==> src/rx_cfg_consts.svh <==
/*
  Offsets, field positions, reset values and timing counts of the receiver
  gain and mask timer block. Included by its bare name.
*/
`ifndef RX_CFG_CONSTS_SVH
`define RX_CFG_CONSTS_SVH
`define ADDR_FIRST_GAIN 8'h0C
`define ADDR_LATER_GAIN 8'h0D
`define ADDR_MASK 8'h0E
`define RST_FIRST_GAIN 8'hD8
`define RST_LATER_GAIN 8'h00
`define RST_MASK 8'h08
`define FG_AM_HI 7
`define FG_AM_LO 5
`define FG_PM_HI 4
`define FG_PM_LO 2
`define FG_CLIP 1
`define FG_PEER 0
`define LG_AM_HI 7
`define LG_AM_LO 4
`define LG_PM_HI 3
`define LG_PM_LO 0
`define GAIN1_BOOST 3'h7
`define GAIN2_MAX_USED 4'hA
`define GAIN2_WIN_ONLY 4'h4
`define PEER_STAGE_DB 4'h6
`define MASK_MIN_STEPS 8'h04
`define STEP_FC_NORMAL 10'h03F
`define STEP_FC_PEER 10'h1FF
`define SQUELCH_DELAY_FC 10'h100
`endif

==> src/rx_cfg_pkg.sv <==
/*
  Types shared by the receiver configuration files.
  Assumes the constants header is included by users.
*/
package rx_cfg_pkg;
  typedef enum logic [1:0] {
    MASK_IDLE,
    MASK_RUN
  } mask_state_t;
  typedef enum logic [1:0] {
    STEP_NORMAL,
    STEP_PEER,
    STEP_HALF_FDT
  } step_mode_t;
endpackage : rx_cfg_pkg

==> src/rx_gain_mask.sv <==
/*
  Receiver gain configuration registers and the mask receive timer.
  Assumes clk is the carrier clock fc and register writes arrive from the
  host interface already synchronous to it. End of transmission is a pulse.
*/
`timescale 1ns/1ps
`include "rx_cfg_consts.svh"
// Overview of operation
// (RQ1) AM code: 0 full, 1-6 cut, 7 boost
// (RQ2) PM first gain coded like AM
// (RQ3) Clip bit limits first two stages
// (RQ4) Peer override forces -6 dB, widest window
// (RQ5) Host restarts receiver after clearing override
// (RQ6) Defaults at reset and set-default command
// (RQ7) AM later gain 0-A, window then stage
// (RQ8) PM later gain coded like AM
// (RQ9) Later gain applied only on gain reset command
// (RQ10) Mask blanks receiver after end of transmit
// (RQ11) Mask time is value times 64/fc
// (RQ12) Values 0 to 4 give four steps
// (RQ13) Bit rate detection makes steps 512/fc
// (RQ14) Half-FDT steps for 106 kbit/s A
// (RQ15) Auto squelch from 256/fc until mask end
// (RQ16) Each end of transmit restarts mask timer
module rx_gain_mask (
  // Clock and reset
  input wire logic clk,
  input wire logic rst,
  // Register access
  input wire logic reg_wr,
  input wire logic reg_rd,
  input wire logic [7:0] reg_addr,
  input wire logic [7:0] reg_wdata,
  output logic [7:0] reg_rdata,
  // Commands
  input wire logic cmd_set_default,
  input wire logic cmd_reset_rx_gain,
  // Receiver context
  input wire logic tx_end,
  input wire logic bitrate_detect_mode,
  input wire logic iso_a_106_mode,
  input wire logic [9:0] half_fdt_fc,
  input wire logic auto_squelch_en,
  input wire logic rx_data_raw,
  // Analog controls
  output logic [2:0] am_first_stage_gain_code,
  output logic [2:0] pm_first_stage_gain_code,
  output logic [2:0] am_first_stage_cut_steps,
  output logic [2:0] pm_first_stage_cut_steps,
  output logic am_first_stage_boost,
  output logic pm_first_stage_boost,
  output logic clip_enable,
  output logic peer_mode_gain_override,
  output logic [3:0] am_later_stage_gain_code,
  output logic [3:0] pm_later_stage_gain_code,
  output logic [2:0] am_window_steps,
  output logic [2:0] pm_window_steps,
  output logic [3:0] am_stage_cut_steps,
  output logic [3:0] pm_stage_cut_steps,
  output logic [3:0] stage_cut_db_override,
  output logic max_window,
  // Mask and squelch
  output logic rx_masked,
  output logic rx_data_gated,
  output logic squelch_active
);
  logic [7:0] first_q;
  logic [7:0] later_q;
  logic [7:0] mask_q;
  logic [7:0] applied_q;
  logic [7:0] rdata_q;
  logic [7:0] left_q;
  logic [9:0] sq_cnt_q;
  logic sq_q;
  logic [9:0] terminal;
  logic step;
  logic [7:0] load_steps;
  rx_cfg_pkg::mask_state_t state_q;
  rx_cfg_pkg::step_mode_t mode;
  logic [2:0] am_cut1_q;
  logic [2:0] pm_cut1_q;
  logic am_boost_q;
  logic pm_boost_q;
  logic [2:0] am_win_q;
  logic [2:0] pm_win_q;
  logic [3:0] am_cut2_q;
  logic [3:0] pm_cut2_q;
  logic raw_meta_q;
  logic raw_sync_q;
  logic gated_q;

  // Stage-one code: number of 2.5 dB cuts, zero when full or boosted
  function automatic logic [2:0] cut1(input logic [2:0] code);
    cut1 = (code == `GAIN1_BOOST) ? 3'h0 : code;
  endfunction : cut1

  // Stage two/three: 1-4 widen window, 5-A also cut stage gain
  function automatic logic [2:0] win2(input logic [3:0] code);
    if (code > `GAIN2_MAX_USED) begin
      win2 = 3'h4;
    end else if (code > `GAIN2_WIN_ONLY) begin
      win2 = 3'h4;
    end else begin
      win2 = code[2:0];
    end
  endfunction : win2

  function automatic logic [3:0] cut2(input logic [3:0] code);
    logic [3:0] c;
    c = (code > `GAIN2_MAX_USED) ? `GAIN2_MAX_USED : code;
    cut2 = (c > `GAIN2_WIN_ONLY) ? c - `GAIN2_WIN_ONLY : 4'h0;
  endfunction : cut2

  // Field extraction from a register image
  function automatic logic [2:0] am1_field(input logic [7:0] r);
    am1_field = r[`FG_AM_HI:`FG_AM_LO];
  endfunction : am1_field

  function automatic logic [2:0] pm1_field(input logic [7:0] r);
    pm1_field = r[`FG_PM_HI:`FG_PM_LO];
  endfunction : pm1_field

  function automatic logic [3:0] am2_field(input logic [7:0] r);
    am2_field = r[`LG_AM_HI:`LG_AM_LO];
  endfunction : am2_field

  function automatic logic [3:0] pm2_field(input logic [7:0] r);
    pm2_field = r[`LG_PM_HI:`LG_PM_LO];
  endfunction : pm2_field

  // Register file with defaults
  always_ff @(posedge clk) begin
    if (rst || cmd_set_default) begin // [RQ6]
      first_q <= `RST_FIRST_GAIN;
      later_q <= `RST_LATER_GAIN;
      mask_q <= `RST_MASK;
    end else if (reg_wr) begin
      case (reg_addr)
        `ADDR_FIRST_GAIN: first_q <= reg_wdata;
        `ADDR_LATER_GAIN: later_q <= reg_wdata;
        `ADDR_MASK: mask_q <= reg_wdata;
        default: ;
      endcase
    end
  end

  // Later-stage value reaches AGC/squelch/RSSI only on command
  always_ff @(posedge clk) begin
    if (rst || cmd_set_default) begin
      applied_q <= `RST_LATER_GAIN;
    end else if (cmd_reset_rx_gain) begin // [RQ9]
      applied_q <= later_q;
    end
  end

  // Decoded first-stage controls load in the same edge as the register
  always_ff @(posedge clk) begin
    if (rst || cmd_set_default) begin
      am_cut1_q <= cut1(am1_field(`RST_FIRST_GAIN));
      pm_cut1_q <= cut1(pm1_field(`RST_FIRST_GAIN));
      am_boost_q <= am1_field(`RST_FIRST_GAIN) == `GAIN1_BOOST;
      pm_boost_q <= pm1_field(`RST_FIRST_GAIN) == `GAIN1_BOOST;
    end else if (reg_wr && reg_addr == `ADDR_FIRST_GAIN) begin
      am_cut1_q <= cut1(am1_field(reg_wdata)); // [RQ1]
      pm_cut1_q <= cut1(pm1_field(reg_wdata)); // [RQ2]
      am_boost_q <= am1_field(reg_wdata) == `GAIN1_BOOST; // [RQ1]
      pm_boost_q <= pm1_field(reg_wdata) == `GAIN1_BOOST; // [RQ2]
    end
  end

  // Decoded later-stage controls load with the applied copy
  always_ff @(posedge clk) begin
    if (rst || cmd_set_default) begin
      am_win_q <= win2(am2_field(`RST_LATER_GAIN));
      pm_win_q <= win2(pm2_field(`RST_LATER_GAIN));
      am_cut2_q <= cut2(am2_field(`RST_LATER_GAIN));
      pm_cut2_q <= cut2(pm2_field(`RST_LATER_GAIN));
    end else if (cmd_reset_rx_gain) begin // [RQ9]
      am_win_q <= win2(am2_field(later_q)); // [RQ7]
      pm_win_q <= win2(pm2_field(later_q)); // [RQ8]
      am_cut2_q <= cut2(am2_field(later_q)); // [RQ7]
      pm_cut2_q <= cut2(pm2_field(later_q)); // [RQ8]
    end
  end

  // Read data; unmapped addresses read zero
  always_ff @(posedge clk) begin
    if (rst) begin
      rdata_q <= 8'h00;
    end else if (reg_rd) begin
      case (reg_addr)
        `ADDR_FIRST_GAIN: rdata_q <= first_q;
        `ADDR_LATER_GAIN: rdata_q <= later_q;
        `ADDR_MASK: rdata_q <= mask_q;
        default: rdata_q <= 8'h00;
      endcase
    end
  end
  assign reg_rdata = rdata_q;

  // First stage decode
  assign am_first_stage_gain_code = am1_field(first_q);
  assign pm_first_stage_gain_code = pm1_field(first_q);
  assign am_first_stage_cut_steps = am_cut1_q; // [RQ1]
  assign pm_first_stage_cut_steps = pm_cut1_q; // [RQ2]
  assign am_first_stage_boost = am_boost_q; // [RQ1]
  assign pm_first_stage_boost = pm_boost_q; // [RQ2]
  assign clip_enable = first_q[`FG_CLIP]; // [RQ3]
  // Clearing this needs a receiver restart by the host [RQ5]
  assign peer_mode_gain_override = first_q[`FG_PEER];
  assign stage_cut_db_override =
    peer_mode_gain_override ? `PEER_STAGE_DB : 4'h0; // [RQ4]
  assign max_window = peer_mode_gain_override; // [RQ4]

  // Later stage decode, from the applied copy
  assign am_later_stage_gain_code = am2_field(applied_q);
  assign pm_later_stage_gain_code = pm2_field(applied_q);
  assign am_window_steps = am_win_q; // [RQ7]
  assign pm_window_steps = pm_win_q; // [RQ8]
  assign am_stage_cut_steps = am_cut2_q; // [RQ7]
  assign pm_stage_cut_steps = pm_cut2_q; // [RQ8]

  // Step length select; half-FDT length is supplied by framing logic
  always_comb begin
    if (bitrate_detect_mode) begin
      mode = rx_cfg_pkg::STEP_PEER;
    end else if (iso_a_106_mode) begin
      mode = rx_cfg_pkg::STEP_HALF_FDT;
    end else begin
      mode = rx_cfg_pkg::STEP_NORMAL;
    end
    case (mode)
      rx_cfg_pkg::STEP_PEER: terminal = `STEP_FC_PEER; // [RQ13]
      rx_cfg_pkg::STEP_HALF_FDT: terminal = half_fdt_fc; // [RQ14]
      default: terminal = `STEP_FC_NORMAL; // [RQ11]
    endcase
  end

  step_prescaler u_step (
    .clk(clk),
    .rst(rst),
    .restart(tx_end),
    .terminal(terminal),
    .step(step)
  );

  // Short values clamp to the minimum to ride out transmit transients
  assign load_steps =
    (mask_q <= `MASK_MIN_STEPS) ? `MASK_MIN_STEPS : mask_q; // [RQ12]

  // Mask timer
  always_ff @(posedge clk) begin
    if (rst) begin
      state_q <= rx_cfg_pkg::MASK_IDLE;
      left_q <= 8'h00;
    end else if (tx_end) begin // [RQ16]
      state_q <= rx_cfg_pkg::MASK_RUN;
      left_q <= load_steps; // [RQ11]
    end else begin
      case (state_q)
        rx_cfg_pkg::MASK_RUN: begin
          if (step) begin
            if (left_q == 8'h01) begin
              state_q <= rx_cfg_pkg::MASK_IDLE; // [RQ16]
              left_q <= 8'h00;
            end else begin
              left_q <= left_q - 8'h01;
            end
          end
        end
        default: state_q <= rx_cfg_pkg::MASK_IDLE;
      endcase
    end
  end

  assign rx_masked = state_q == rx_cfg_pkg::MASK_RUN; // [RQ10]

  // Receiver data is not timed to fc, so two flops before any use
  always_ff @(posedge clk) begin
    raw_meta_q <= rx_data_raw;
    raw_sync_q <= raw_meta_q;
  end

  // tx_end closes the gate on the same edge that the mask state rises
  always_ff @(posedge clk) begin
    gated_q <= raw_sync_q && !rx_masked && !tx_end; // [RQ10]
  end
  assign rx_data_gated = gated_q; // [RQ10]

  // Automatic squelch window
  always_ff @(posedge clk) begin
    if (rst || tx_end) begin
      sq_cnt_q <= 10'h000;
    end else if (rx_masked && sq_cnt_q != `SQUELCH_DELAY_FC) begin
      sq_cnt_q <= sq_cnt_q + 10'h001;
    end
  end

  always_ff @(posedge clk) begin
    if (rst || tx_end || !rx_masked || !auto_squelch_en) begin
      sq_q <= 1'b0;
    end else if (sq_cnt_q == `SQUELCH_DELAY_FC - 10'h001) begin
      sq_q <= 1'b1; // [RQ15]
    end
  end
  assign squelch_active = sq_q && rx_masked; // [RQ15]
endmodule : rx_gain_mask

==> src/step_prescaler.sv <==
/*
  Prescaler producing one pulse per mask timer step on the fc clock.
  Assumes clk is fc and restart comes from the same domain.
*/
`timescale 1ns/1ps
`include "rx_cfg_consts.svh"
module step_prescaler (
  // Clock and reset
  input wire logic clk,
  input wire logic rst,
  // Control
  input wire logic restart,
  input wire logic [9:0] terminal,
  // Step pulse
  output logic step
);
  logic [9:0] cnt_q;

  always_ff @(posedge clk) begin
    if (rst || restart || cnt_q >= terminal) begin
      cnt_q <= 10'h000;
    end else begin
      cnt_q <= cnt_q + 10'h001;
    end
  end

  assign step = !rst && !restart && cnt_q >= terminal;
endmodule : step_prescaler
==> config.mk <==
export PLATFORM = sky130hd
export DESIGN_NAME = rx_gain_mask
export DESIGN_NICKNAME = d
export VERILOG_FILES = /design/src/rx_cfg_pkg.sv /design/src/rx_gain_mask.sv /design/src/step_prescaler.sv
export VERILOG_INCLUDE_DIRS = /design/src
export SDC_FILE = /design/constraint.sdc
export NUM_CORES = 1
export LEC_CHECK = 0
export BUFFER_PORTS_ARGS = -buffer_cell sky130_fd_sc_hd__buf_2
export CAP_MARGIN = 20
export CORE_ASPECT_RATIO = 1.1
export CORE_MARGIN = 2
export CORE_UTILIZATION = 45
export CTS_BUF_LIST = sky130_fd_sc_hd__clkbuf_8
export DETAILED_ROUTE_END_ITERATION = 8
export GPL_TIMING_DRIVEN = 0
export PLACE_DENSITY = 0.68
export SLEW_MARGIN = 0
export SYNTH_ARGS = -nofsm -noshare
export SYNTH_HDL_FRONTEND = slang
export SYNTH_HIERARCHICAL = 1
export SYNTH_SLANG_ARGS = --single-unit
export TNS_END_PERCENT = 50
==> constraint.sdc <==
create_clock -name clk -period 6.7 [get_ports clk]
set_input_delay 0.67 -clock clk [delete_from_list [all_inputs] [get_ports clk]]
set_output_delay 0.67 -clock clk [all_outputs]
set_load 0.005 [all_outputs]
==> results <==
- For this run, the number of standard cells in the final layout without fillers is 748.
- The worst-case vdd ir drop is 0.119 mV.
- The number of global-route vias before repair came to 3917.
- Leaving out fill and tap cells, the most frequent cell in the layout is dfxtp_1.
- The count of final max-slew check failures is 0.
- The run finished with clean final reports.
- The worst setup path is launched from an input port.
- Clock tree synthesis selected as its root buffer the cell clkbuf_8.
- The kind of cell adding the most delay to the critical path is simple AND/OR/NAND/NOR gates.
- Buffers added to address setup during post-CTS repair amount to 0.
- Yosys mapped a number of flops with a built-in enable equal to 0.
- The worst pin sits at a relative slew slack of 0.588.
- The die is 98.9 um wide.
- The initial antenna violation count was 0.
- Global routing finished with a remaining overflow of 0.
- For this configuration, the core starts out at a cell density of 0.457.
- The fill cell total of the finished layout is 924.
- The count of unresolved DRC violations after routing is 0.
- The total leakage power is 2.18 nW.
- The cell total after placement is 732.
- The worst setup path is captured at a flop.
- The highest net fanout along the worst path is 7.
- The clock insertion delay at the later pin of the skew report is 0.37 ns.
- STA puts the critical path data required time at 6.93 ns.
- The average size of a mapped cell is 8.51 sq um.
- The worst hold path class is flop to flop.
- The share of synthesized area in the top cell type comes to 0.427.
- Timing would allow up to 340 MHz.
- The setup slack after placement is 3.39 ns.
- The design draws 1.02 mW.
- Row generation in the floorplan step produced 38 rows.
- The smallest hold slack is 0.342 ns.
- The signal on the critical path passes through buf_2 > nor2b_1 > and2_1 > inv_1 > ha_1 > nand4_1 > or2_1 > nor2_1 > o41a_1 > a21oi_1 > nor4_1 > xnor2_1 > o22ai_1.
- The total global-route track usage is 0.205.
- The maximum number of pins on one net before global-route repair is 16.
- The floorplan step defined a die boundary enclosing 10700 sq um.
- Setup repair after global routing left no endpoint under its margin.
- The global-route wire length before repair is 17900 um.
- The routed layout has 3974 vias.
- The synthesized design contains 95 register bits.
- The slowest library cell on the worst path is nor2b_1.
- In the synthesized netlist, the number of instances is 524.
- The half-perimeter wire length of the detailed placement result is 8130 um.
- The final design area excluding fillers is 5240 sq um.
- The register-to-register setup slack is 4.29 ns.
- The register area share after synthesis is 0.427.
- The number of buffers inserted by port buffering is 87.
- The number of antenna diodes in the final layout is 0.
- Pin placement for this block handled 91 I/O pins.
- The warning count from the yosys run is 6.
- The fraction of synthesis flops using an asynchronous set or reset pin is 0.
- TritonCTS built the clock tree.
- Counting distinct cell types in the post-synthesis netlist gives 47.
- The H-tree depth is 3.
- For the pin with the worst max-slew slack, the measured transition is 0.612 ns.
- The CTS buffer count is 9.
- Of the available clock period, the critical path in the final layout requires 0.439.
- The setup TNS after final layout is 0 ns.
- The startpoint-to-endpoint class of the critical path is input port to flop.
- Data arrives at the worst endpoint at 3.17 ns.
- Setup violations remaining at the end of the flow were counted as 0.
- Yosys attributes the largest share of cell area to dfxtp_1, mux2i_1, nand2_1.
- The average vias per placed instance is 5.31.
- The number of hold-slack violations in the final timing report came to 0.
- The slack of the critical path is 3.76 ns.
- The number of buffer and inverter stages on the critical path is 2.
- The largest clock skew in the final design is 0.0144 ns.
- Measured on the finished design, the core utilization comes to 0.537.
- In the final layout, the share of cells above drive strength 1 is 0.196.
- The clock drives 95 sinks.
- The dominant synthesized flop cell is dfxtp_1.
- The power density normalized to cell area is 194 nW/um^2.
- The dominant cell type by area after synthesis is dfxtp_1.
- In the final routed layout, each cell accounts on average for 14.2 um.
- Summed over all layers, the routed wires come to 10600 um.
- The clock period minus final worst setup slack is 2.94 ns.
- The cell area after placement is 5050 sq um.
- The tool flagged a number of max-cap violations equal to 0.
- The number of design-rule violations left by the first detailed-router iteration is 133.
- The first-pass iteration count of the detailed router is 4.
- The cell area after synthesis is 4460 sq um.
- The number of nets in the layout is 675.
- The maximum root-to-sink buffer count is 2.
- The congestion estimate from routability-driven global placement came to 0.877.
- The floorplan step defined a core boundary enclosing 9750 sq um.
- The post-synthesis to final-layout area growth is 17.4%.
- The remaining antenna violation count after routing is 0.
- Clock-pin slew was measured on the worst setup and hold paths at 0.09 ns.
- The post-CTS resize count is 0.
- The stage delay of the slowest cell on the critical path is 0.39 ns.
- The die boundary height is 108 um.
- The hold-fix buffer count after cts is 0.
- Leaving out fill and tap cells, the most frequent cells in the layout are dfxtp_1, buf_2, nand2_1.
==> cells in the mapped netlist (2+ instances only) <==
library cell / number
nor3_1: 21
a31oi_1: 7
nor3b_1: 6
buf_2: 3
nand2b_1: 21
inv_1: 19
a211oi_1: 2
buf_4: 5
ha_1: 15
a22o_1: 8
o21a_1: 3
nor4_1: 4
and2_1: 7
o22ai_1: 4
a21o_1: 4
nand3_1: 27
dfxtp_1: 95
xor2_1: 6
nor3_2: 2
nor2_1: 42
or2_2: 3
a21oi_1: 32
clkbuf_1: 21
or3_1: 4
o211ai_1: 4
nand4_1: 11
and3_1: 2
nor2b_1: 3
o21ai_0: 37
nand2_1: 58
mux2i_1: 22
xnor2_1: 11
==> state kept, by name, indices dropped and copies added, names as in the netlist, 4 cells and up <==
register	flops
first_q	8
pm_stage_cut_steps	4
sq_cnt_q	10
mask_q	8
u_step/cnt_q	10
reg_rdata	8
am_stage_cut_steps	4
later_q	8
applied_q	8
left_q	8
==> cell type report <==
class	count	area, sq um	area share
Buffer	30	135	0.0258
Clock buffer	9	124	0.0237
Clock inverter	7	63.8	0.0122
Inverter	19	71.3	0.0136
Multi-Input combinational cell	381	2350	0.450
Sequential cell	95	1900	0.363
Tap cell	120	150	0.0287
Timing Repair Buffer	87	435	0.0832
==> where the power goes <==
part	total (mW)	internal (mW)	leakage, nW	switching (mW)
Sequential	0.573	0.569	0.768	0.00420
Clock	0.367	0.170	0.102	0.197
Combinational	0.0761	0.0298	1.31	0.0463
Total	1.02	0.768	2.18	0.248
==> worst paths after layout <==
kind	startpoint	to	cells past startpoint
worst min register to register	raw_meta_q	raw_sync_q	0
worst max-delay path	iso_a_106_mode	left_q[5]	13
worst max register to register	u_step/cnt_q[0]	left_q[5]	10
worst min-delay path	raw_meta_q	raw_sync_q	0
==> logic make-up (layout without fill, tap and decap cells) <==
family,Yosys count,count (layout),share of synthesized area
muxes,22,22,0.0494
DFF,95,95,0.427
xor gates and xnor gates,17,17,0.0334
buffers and inverters,49,152,0.0463
adders and majority gates,15,15,0.0421
AOI/OAI and AO/OA,108,108,0.156
other,1,2,0.000841
and+or+nand+nor,217,217,0.246
==> metal layers <==
layer  wire, um  GRT usage  part of all wire  up-vias
met5          0          0                 0        -
met4        146     0.0714             0.014        0
met3        574     0.0491             0.054       12
met2       5240      0.359              0.49       91
met1       4670      0.247              0.44     1851
li1           -          -                 -     2020
No activity file was read; power rests on OpenSTA's default activity.
